File: src/verilog/lss_defs.vh
`ifndef LSS_DEFS_VH
`define LSS_DEFS_VH

`define LSS_ADDR_W           6
`define LSS_OFF_STATE        6'h24
`define LSS_OFF_TIMER        6'h28
`define LSS_OFF_CTRL         6'h2c
`define LSS_OFF_IRQ_STATUS   6'h30
`define LSS_OFF_IRQ_MASK     6'h34

`define LSS_BIT_BITRATE      0
`define LSS_BIT_PROTOCOL     1
`define LSS_BIT_MGMT         2
`define LSS_BIT_VSS          3
`define LSS_STATE_LSB        8
`define LSS_STATE_MSB        10
`define LSS_BIT_EXPIRED      16
`define LSS_TIMER_W          20

`define LSS_BIT_HDLC_AUTO    0
`define LSS_BIT_ETH_AUTO     1
`define LSS_BIT_PROT_AUTO    2
`define LSS_BIT_MGMT_FAIL    3

`define LSS_CODE_A           3'h0
`define LSS_CODE_B           3'h1
`define LSS_CODE_C           3'h3
`define LSS_CODE_D           3'h2
`define LSS_CODE_E           3'h6
`define LSS_CODE_F           3'h7
`define LSS_CODE_G           3'h5

`define LSS_IRQ_EXPIRED      0
`define LSS_IRQ_STATE        1
`define LSS_IRQ_PASSIVE      2
`define LSS_IRQ_W            3

`define LSS_RST_TIMER        20'h00000
`define LSS_RST_CTRL         4'h0

`endif

File: src/verilog/lss_timer.v
`timescale 1ns/100ps
`include "lss_defs.vh"

module lss_timer #(
  parameter W = `LSS_TIMER_W
) (
  input  wire         ref_clk,   // Core clock
  input  wire         rst_n,     // Sync reset
  input  wire         restart,   // Clear count and flag
  input  wire [W-1:0] threshold, // Cycles to expiry
  output reg          expired    // Sticky until restart
);

  reg [W-1:0] count;

  always @(posedge ref_clk) begin
    if (!rst_n || restart) begin
      count   <= {W{1'b0}};
      expired <= 1'b0;
    end else if (!expired) begin
      if (count >= threshold) begin
        expired <= 1'b1;
      end else begin
        count <= count + {{(W-1){1'b0}}, 1'b1};
      end
    end
  end

endmodule // lss_timer

File: src/verilog/lss_regs.v
// Implementation choice: the Avalon-MM interface to the registers.
`timescale 1ns/100ps
`include "lss_defs.vh"

module lss_regs #(
  parameter ENABLE_SM = 1,
  parameter TW        = `LSS_TIMER_W
) (
  input  wire        ref_clk,                  // Core clock, 40 MHz
  input  wire        rst_n,                    // Sync reset, active low
  input  wire [5:0]  avs_address,              // Byte address
  input  wire        avs_read,                 // Read request
  input  wire        avs_write,                // Write request
  input  wire [31:0] avs_writedata,            // Write data
  input  wire [3:0]  avs_byteenable,           // Byte lanes
  output reg  [31:0] avs_readdata,             // Read data
  output wire        avs_waitrequest,          // Stall
  output reg  [1:0]  avs_response,             // 00 ok, 10 slave error
  input  wire        bitrate_done_in,          // Bit rate negotiated
  input  wire        protocol_done_in,         // Protocol negotiated
  input  wire        mgmt_negotiation_done_in, // Management negotiated
  input  wire        vss_done_in,              // Vendor negotiated
  input  wire        link_sync_in,             // Layer-1 sync reached
  input  wire        link_lost_in,             // Layer-1 sync lost
  input  wire        mgmt_fail_in,             // Management negotiation failed
  output reg         irq,                      // Level interrupt
  output reg  [2:0]  startup_state             // Current state code
);

  localparam ST_A = 7'h01;
  localparam ST_B = 7'h02;
  localparam ST_C = 7'h04;
  localparam ST_D = 7'h08;
  localparam ST_E = 7'h10;
  localparam ST_F = 7'h20;
  localparam ST_G = 7'h40;

  function [2:0] state_code;
    input [6:0] s;
    begin
      case (s)
        ST_A:    state_code = `LSS_CODE_A;
        ST_B:    state_code = `LSS_CODE_B;
        ST_C:    state_code = `LSS_CODE_C;
        ST_D:    state_code = `LSS_CODE_D;
        ST_E:    state_code = `LSS_CODE_E;
        ST_F:    state_code = `LSS_CODE_F;
        ST_G:    state_code = `LSS_CODE_G;
        default: state_code = `LSS_CODE_A;
      endcase
    end
  endfunction

  // Pin inputs come from other logic domains
  reg [6:0] sync1;
  reg [6:0] sync2;
  always @(posedge ref_clk) begin
    if (!rst_n) begin
      sync1 <= 7'h00;
      sync2 <= 7'h00;
    end else begin
      sync1 <= {mgmt_fail_in, link_lost_in, link_sync_in, vss_done_in,
                mgmt_negotiation_done_in, protocol_done_in, bitrate_done_in};
      sync2 <= sync1;
    end
  end
  wire [3:0] nego_pin  = sync2[3:0];
  wire       l1_sync   = sync2[4];
  wire       l1_lost   = sync2[5];
  wire       mgmt_fail = sync2[6];

  reg [3:0] nego_pin_d;
  always @(posedge ref_clk) begin
    if (!rst_n) begin
      nego_pin_d <= 4'h0;
    end else begin
      nego_pin_d <= nego_pin;
    end
  end
  wire [3:0] nego_pin_chg = nego_pin ^ nego_pin_d;

  // Reads stall one cycle so registered data stands at the accepting edge
  reg rd_valid;
  always @(posedge ref_clk) begin
    if (!rst_n) begin
      rd_valid <= 1'b0;
    end else begin
      rd_valid <= avs_read && !rd_valid;
    end
  end
  assign avs_waitrequest = avs_read && !rd_valid;

  wire sel_state  = (avs_address == `LSS_OFF_STATE) && (ENABLE_SM != 0);
  wire sel_timer  = (avs_address == `LSS_OFF_TIMER) && (ENABLE_SM != 0);
  wire sel_ctrl   = (avs_address == `LSS_OFF_CTRL);
  wire sel_status = (avs_address == `LSS_OFF_IRQ_STATUS);
  wire sel_mask   = (avs_address == `LSS_OFF_IRQ_MASK);
  wire mapped     = sel_state | sel_timer | sel_ctrl | sel_status | sel_mask;

  wire wr_state = avs_write && sel_state && avs_byteenable[0];
  wire wr_ctrl  = avs_write && sel_ctrl && avs_byteenable[0];
  wire wr_mask  = avs_write && sel_mask && avs_byteenable[0];
  // Clear only in the capture cycle, or an event set meanwhile is lost
  wire rd_stat  = avs_read && sel_status && !rd_valid;

  reg [3:0]    nego;
  reg [TW-1:0] threshold;
  reg [3:0]    ctrl;
  reg [6:0]    state;
  reg [6:0]    next_state;
  reg [`LSS_IRQ_W-1:0] irq_status;
  reg [`LSS_IRQ_W-1:0] irq_mask;
  wire         expired;

  wire hdlc_auto   = ctrl[`LSS_BIT_HDLC_AUTO];
  wire eth_auto    = ctrl[`LSS_BIT_ETH_AUTO];
  wire prot_auto   = ctrl[`LSS_BIT_PROT_AUTO];
  wire fail_soft   = ctrl[`LSS_BIT_MGMT_FAIL];
  wire mgmt_failed = mgmt_fail | fail_soft;

  // Threshold register, byte-lane writes
  integer i;
  integer j;
  always @(posedge ref_clk) begin
    if (!rst_n) begin
      threshold <= `LSS_RST_TIMER;
    end else if (avs_write && sel_timer) begin
      for (i = 0; i < TW; i = i + 1) begin
        if (avs_byteenable[i/8]) begin
          threshold[i] <= avs_writedata[i];
        end
      end
    end
  end

  always @(posedge ref_clk) begin
    if (!rst_n) begin
      ctrl     <= `LSS_RST_CTRL;
      irq_mask <= {`LSS_IRQ_W{1'b0}};
    end else begin
      if (wr_ctrl) begin
        ctrl <= avs_writedata[3:0];
      end
      if (wr_mask) begin
        irq_mask <= avs_writedata[`LSS_IRQ_W-1:0];
      end
    end
  end

  // Negotiation bits: pin edge or software write, auto-set on top
  always @(posedge ref_clk) begin
    if (!rst_n || ENABLE_SM == 0) begin
      nego <= 4'h0;
    end else begin
      if (wr_state) begin
        nego <= avs_writedata[3:0];
      end
      for (j = 0; j < 4; j = j + 1) begin
        if (nego_pin_chg[j]) begin
          nego[j] <= nego_pin[j];
        end
      end
      if (state == ST_C && prot_auto && !nego[`LSS_BIT_PROTOCOL]) begin
        nego[`LSS_BIT_PROTOCOL] <= 1'b1;
      end
      if (state == ST_D && (hdlc_auto || eth_auto) && !mgmt_failed
          && !nego[`LSS_BIT_MGMT]) begin
        nego[`LSS_BIT_MGMT] <= 1'b1;
      end
      if (state == ST_D && mgmt_failed) begin
        nego[`LSS_BIT_MGMT] <= 1'b0;
      end
    end
  end

  always @* begin
    next_state = state;
    case (state)
      ST_A: begin
        next_state = ST_B;
      end
      ST_B: begin
        if (l1_sync && nego[`LSS_BIT_BITRATE]) begin
          next_state = ST_C;
        end
      end
      ST_C: begin
        if (nego[`LSS_BIT_PROTOCOL]) begin
          next_state = ST_D;
        end
      end
      ST_D: begin
        if (mgmt_failed) begin
          next_state = ST_G;
        end else if (nego[`LSS_BIT_MGMT]) begin
          next_state = ST_E;
        end
      end
      ST_E: begin
        if (nego[`LSS_BIT_VSS]) begin
          next_state = ST_F;
        end
      end
      ST_F: begin
        next_state = ST_F;
      end
      ST_G: begin
        next_state = ST_G;
      end
      default: begin
        next_state = ST_A;
      end
    endcase
    if (l1_lost && state != ST_A) begin
      next_state = ST_B;
    end
  end

  always @(posedge ref_clk) begin
    if (!rst_n || ENABLE_SM == 0) begin
      state <= ST_A;
    end else begin
      state <= next_state;
    end
  end

  always @(posedge ref_clk) begin
    if (!rst_n || ENABLE_SM == 0) begin
      startup_state <= `LSS_CODE_A;
    end else begin
      startup_state <= state_code(next_state);
    end
  end

  // Timer restarts on every state change so each state gets a full period
  wire timer_restart = (next_state != state) || (ENABLE_SM == 0);
  lss_timer #(
    .W(TW)
  ) u_timer (
    .ref_clk   (ref_clk),
    .rst_n     (rst_n),
    .restart   (timer_restart),
    .threshold (threshold),
    .expired   (expired)
  );

  reg expired_d;
  always @(posedge ref_clk) begin
    if (!rst_n) begin
      expired_d <= 1'b0;
    end else begin
      expired_d <= expired;
    end
  end

  wire [`LSS_IRQ_W-1:0] irq_event;
  assign irq_event[`LSS_IRQ_EXPIRED] = expired & ~expired_d;
  assign irq_event[`LSS_IRQ_STATE]   = next_state != state;
  assign irq_event[`LSS_IRQ_PASSIVE] = (next_state == ST_G) && (state != ST_G);

  // Set wins over read-clear
  always @(posedge ref_clk) begin
    if (!rst_n) begin
      irq_status <= {`LSS_IRQ_W{1'b0}};
      irq       <= 1'b0;
    end else begin
      irq_status <= (rd_stat ? {`LSS_IRQ_W{1'b0}} : irq_status) | irq_event;
      irq <= |(((rd_stat ? {`LSS_IRQ_W{1'b0}} : irq_status) | irq_event) & irq_mask);
    end
  end

  always @(posedge ref_clk) begin
    if (!rst_n) begin
      avs_readdata <= 32'h00000000;
      avs_response <= 2'h0;
    end else begin
      avs_readdata <= 32'h00000000;
      avs_response <= (avs_read || avs_write) && !mapped ? 2'h2 : 2'h0;
      if (avs_read && !rd_valid) begin
        if (sel_state) begin
          avs_readdata[`LSS_BIT_EXPIRED] <= expired;
          avs_readdata[`LSS_STATE_MSB:`LSS_STATE_LSB] <= state_code(state);
          avs_readdata[3:0] <= nego;
        end else if (sel_timer) begin
          avs_readdata[TW-1:0] <= threshold;
        end else if (sel_ctrl) begin
          avs_readdata[3:0] <= ctrl;
        end else if (sel_status) begin
          avs_readdata[`LSS_IRQ_W-1:0] <= irq_status;
        end else if (sel_mask) begin
          avs_readdata[`LSS_IRQ_W-1:0] <= irq_mask;
        end
      end
    end
  end

endmodule // lss_regs

File: config.mk
export PLATFORM = sky130hd
export DESIGN_NAME = lss_regs
export DESIGN_NICKNAME = d
export VERILOG_FILES = /design/src/verilog/lss_timer.v /design/src/verilog/lss_regs.v
export VERILOG_INCLUDE_DIRS = /design/src /design/src/verilog
export SDC_FILE = /design/constraint.sdc
export NUM_CORES = 1
export LEC_CHECK = 0
export BUFFER_PORTS_ARGS = -buffer_cell sky130_fd_sc_hd__buf_2
export CAP_MARGIN = 20
export CORE_MARGIN = 3
export CORE_UTILIZATION = 50
export CTS_CLUSTER_DIAMETER = 100
export DETAILED_ROUTE_END_ITERATION = 12
export HOLD_SLACK_MARGIN = 0.03
export PLACE_DENSITY_LB_ADDON = 0.15
export SLEW_MARGIN = 15
export SYNTH_ARGS = -nofsm -noshare
export SYNTH_HDL_FRONTEND = slang
export SYNTH_HIERARCHICAL = 1
export SYNTH_SLANG_ARGS = --single-unit
File: constraint.sdc
create_clock -name ref_clk -period 2.72 [get_ports ref_clk]
set_input_delay 0.408 -clock ref_clk [delete_from_list [all_inputs] [get_ports ref_clk]]
set_output_delay 0.408 -clock ref_clk [all_outputs]
set_load 0.005 [all_outputs]
Yosys cells after proc, flatten, opt, wreduce, memory -nomap -nowiden
Cells that the tools add are included.

cells by class
  add/sub/neg operators = 1
  multipliers = 0
  div/mod/pow operators = 0
  $lt $le $gt $ge = 1
  equality and inequality tests = 21
  shifts and indexed selects = 0
  mux-type cells = 29
  bitwise logic cells = 15
  reduce and logical (&&, ||, !) cells = 41

operator list
  operator                 number
  $pmux W7 S7              1
  $mux W7                  6
  $pmux W3 S6              2
  $eq A6 B6 Y1 const B     5
  $add A20 B1 Y20 const B  1
  $ge A20 B20 Y1           1
  $logic_and A1 B1 Y1      20
  $mux W16                 1
  $mux W3                  5
  $eq A7 B2 Y1 const B     2
  $eq A7 B3 Y1 const B     2
  $eq A7 B4 Y1 const B     2
  $eq A7 B5 Y1 const B     2
  $eq A7 B6 Y1 const B     2
  $eq A7 B7 Y1 const B     2
  $mux W4                  3
  $mux W1                  10
  $reduce_and A2 Y1        5
  $eq A7 B1 Y1 const B     1
  $ne A7 B1 Y1 const B     1
  $ne A7 B7 Y1             1
  $ne A7 B7 Y1 const B     1
  $logic_not A1 Y1         6
  $not A1 Y1               6
  12 further kinds         20

word-level totals
  bits in registers = 120
  bits in latches = 0
  bits in writable memories = 0
  ROM bits = 0
  bits of input ports = 53
  output and inout bits = 39
  word-level logic and storage cells = 132
  memories kept = 0

Depth between registers and ports, before layout
  depth in word-level cells = 9
  depth in mapped cells = 12
  depth with buffers taken out = 9

Cells and area by module
Netlist, hierarchy kept.

by module, submodules not included
  module     times used  cells an instance  area each (µm²)  seq. area each (µm²)
  lss_regs   1           386                3759.9           1721.7
  lss_timer  1           184                1501.4           420.4

Worst setup path before layout
OpenSTA, ideal clock, no wires.

  path kind = reg2reg
  start = register threshold[13]
  end = register u_timer.count[12]
  library setup time = 0.070 ns
  data arrival time = 2.400 ns
  data required time = 2.650 ns
  slack = 0.249 ns
  cell stages (with the launch flop) = 10
  path buffers = 1
  period minus slack after synthesis = 2.471 ns
  cells stage by stage = dfxtp_1 > inv_1 > ha_1 > a21o_1 > a221o_1 > a2111oi_4 > o211ai_2 > buf_6 > or4_1 > a21oi_1

between the ends
  longest elaborated chain between the ends = 3

ends and longest elaborated chain
  what                                line            RTL
  start, declared                     lss_regs.v:107  reg [TW-1:0] threshold;
  start signal, assigned              lss_regs.v:126  threshold <= `LSS_RST_TIMER;
  start signal, assigned by index     lss_regs.v:130  threshold[i] <= avs_writedata[i];
  $ge A20 B20 Y1                      lss_timer.v:21  if (count >= threshold) begin
  $not A1 Y1 (no source line)         n/a
  $reduce_and A2 Y1 (no source line)  n/a
  end signal, assigned                lss_timer.v:18  count <= {W{1'b0}};
  end signal, assigned                lss_timer.v:24  count <= count + {{(W-1){1'b0}}, 1'b1};
  end, declared                       lss_timer.v:14  reg [W-1:0] count;

Every way passes these cells.
A chain may end at the register's enable or synchronous reset.

Worst setup path in the final report
  start = register threshold[14]
  end = register u_timer.count[14]

Same word-level chain as after synthesis.

==> parameters.txt <==
Parameter                              Value

STA
  Crit share post-route ... 0.961
  Crit path setup slack, layout ... about 0.10 ns
  Timing-limited maximum frequency ... roughly 380 MHz
  Setup repair after global routing missed its margin ... true
  Number of endpoints with negative hold slack in the final report ... 0
  Final critical delay including setup and external delays ... ~2.6 ns
  Max-slew violation count ... 0
  Final Skew ... roughly 0.013 ns
  Count of final setup violators ... 0

Setup path
  Worst Setup End Kind ... flop
  Worst reg2reg path depth ... 9
  Crit Reg-Reg Startpoint ... threshold[14]
  Required time at the worst-slack endpoint ... 3.03 ns
  Worst Path Arrival ... 2.93 ns
  Start point of the critical path ... threshold[14]
  Largest fanout on the critical path ... 8
  Classification of the worst setup path ... reg2reg
  Crit Reg-Reg Endpoint ... u_timer/count[14]
  Worst setup path end ... u_timer/count[14]
  Slack of the worst reg-to-reg path ... approximately 0.10 ns
  Startpoint class of the critical path ... flop

Placement
  Port-buffer cells ... 65
  DP HPWL ... 8.45 mm
  RePlAce Congestion ... about 0.84
  Worst-case setup slack after placement ... ~0.06 ns

Outcome
  Run status ... completed

Floorplanning
  Area of the core ... 0.0100 mm²
  Top Ports ... 92
  Die boundary width ... ~110 µm
  Die H ... between 100 and 150 µm
  Area enclosed by the die boundary ... ~0.012 mm²
  Number of rows created at floorplan ... 36
  Initial core utilization ... 0.526

GRT
  Pin count of the biggest net entering global routing ... 55
  Vias in the first global route ... around 4000
  Initial antenna violation count ... 0
  Global router's overall resource usage ... 0.204
  Global-route congestion overflow total ... 0
  Global-route wire length before repair ... around 19 mm

Clocking
  CTS tree ... done
  Sink Count ... 107
  CTS Buffer Depth ... 2
  Root buf cell ... clkbuf_8
  Clock network latency to the later pin of the worst-skew pair ... ~0.37 ns
  Clk pin slew, worst setup/hold paths ... 0.11 ns
  TritonCTS buffer count ... 9
  Number of H-tree levels ... 3

Run
  Number of maximum-capacitance constraint violations ... 0

Yosys
  Most common flop cell mapped by yosys ... dfxtp_1
  Count of cell types in the netlist ... 70
  Top-area cell type share of the netlist area ... 0.407
  Fraction of synthesis flops using an asynchronous set or reset pin ... 0
  Post-Syn Instances ... 570
  Number of synthesized flops with an enable pin ... 0
  YS warnings ... 6
  Area leader, netlist ... dfxtp_1
  Sequential fraction of the synthesis area ... 0.407
  Leading cell types by count after synthesis ... dfxtp_1, and2_1, nand2_1
  Syn Std Cell Area ... about 0.0053 mm²
  Dominant cells by area after synthesis ... dfxtp_1, mux2i_1, ha_1
  Synth Area per Inst ... 9.23 µm²
  Number of flip-flops and latches in the synthesized netlist ... 107
  Most repeated cell in the gate-level netlist after synthesis ... dfxtp_1

Power
  Post-route total power ... around 2.8 mW
  Static leakage ... about 2.4 nW
  PwrDens ... about 470 mW/mm²
  Peak supply drop ... roughly 320 µV

Drt
  Wire per inst ... about 15 µm
  Vias after detailed routing ... about 4300
  DR pass1 iterations ... 4
  Number of nets with antenna violations after routing ... 0
  Drt initial violations ... around 220
  Post-route DRC violation count ... 0
  Via density per instance ... about 5.5
  Total wire length after detailed routing ... approximately 12 mm

Final layout
  Ratio of cells with drive above 1 in the final layout ... 0.201
  Final-stage net count ... just over 700
  Area growth from synthesis to layout ... 13.0%
  Utilization after layout ... 0.595
  Ant. Diodes ... 0

Hold path
  Worst min-delay path class ... in2reg
-- cell usage in the layout (no fill, tap or decap), drive strengths merged, types with 19 or more instances in the layout --
master / n
buf: 88
ha: 21
and2: 41
nand2: 39
dfxtp: 107
o21ai: 20
inv: 37
nor2: 19
mux2i: 33
nor2b: 30
a21oi: 33
nand3: 19
-- through the flow --
stage	setup TNS [ns]	std cells	hold WS, ns	cell area (µm²)
CTS	0	778	0.218	5870
detailed placement	0	762	0.417	5680
global route	-0.00940	781	0.231	5950
global placement	0	762	0.416	5680
floorplan	0	582	0.412	5310
finish	0	781	0.239	5950
-- routing by layer --
layer | vias to the layer above | track usage | part of all wire
met5 | - | 0 | 0
met4 | 0 | 0.0622 | 0.011
met3 | 10 | 0.0346 | 0.054
met2 | 108 | 0.323 | 0.45
met1 | 1994 | 0.285 | 0.48
li1 | 2147 | - | -
-- where the power goes --
part           internal, mW  leakage, nW  switching [mW]
Clock                 0.397        0.101           0.557
Sequential             1.59        0.869          0.0276
Combinational        0.0943         1.45           0.111
Total                  2.09         2.42           0.696
-- registers in the layout, summed over array words and instances (netlist names) --
| name | flops |
|---|---|
| avs_readdata | 20 |
| irq_mask | 3 |
| sync2 | 7 |
| nego_pin_d | 4 |
| avs_response | 1 |
| irq_status | 3 |
| irq | 1 |
| nego | 4 |
| u_timer/count | 20 |
| sync1 | 7 |
| rd_valid | 1 |
| u_timer/expired | 1 |
| expired_d | 1 |
| state | 7 |
| ctrl | 4 |
| threshold | 20 |
| startup_state | 3 |
-- layout make-up --
| class | instances | area [µm²] |
|---|---|---|
| clock buffers | 11 | 151 |
| repair buffers | 89 | 510 |
| multi-input cells | 402 | 2800 |
| well taps | 133 | 166 |
| fillers | 904 | 4050 |
| clock inverters | 5 | 43.8 |
| inverters | 34 | 128 |
| flip-flops and latches | 107 | 2150 |
-- cell families (layout without fill, tap and decap cells) --
logic type / count (synthesis) / in the layout / share of synthesized area
AOI/OAI and AO/OA: 113 / 113 / 0.152
xor gates and xnor gates: 5 / 5 / 0.00832
adders and majority gates: 23 / 23 / 0.0537
buffers and inverters: 73 / 139 / 0.0770
DFF: 107 / 107 / 0.407
muxes: 33 / 33 / 0.0628
other: 1 / 13 / 0.000713
and+or+nand+nor: 215 / 215 / 0.238
-- critical path, stage by stage, from the launching register on --
cell,delay [ns]
dfxtp_2,0.35
inv_1,0.05
ha_1,0.28
and2_4,0.16
a221o_1,0.35
a2111oi_4,0.35
o211ai_2,0.21
buf_6,0.18
or4_1,0.50
a21oi_1,0.13
-- worst min path at each step --
stage | endpoint | cells past startpoint | slack [ns] | startpoint
global placement | sync2[1] | 1 | 0.42 | sync1[1]
finish | sync1[1] | 2 | 0.24 | protocol_done_in
global route | sync1[2] | 2 | 0.23 | mgmt_negotiation_done_in
floorplan | sync2[0] | 1 | 0.41 | sync1[0]
detailed placement | sync2[1] | 1 | 0.42 | sync1[1]
CTS | sync1[1] | 2 | 0.22 | protocol_done_in
-- what timing repair did --
item	4_1_cts	5_1_grt
endpoints found under the setup margin	0	21
resized for setup	0	17
setup buffers	0	1
hold buffers	0	0
Note: power is estimated with default switching activity, not from simulation.
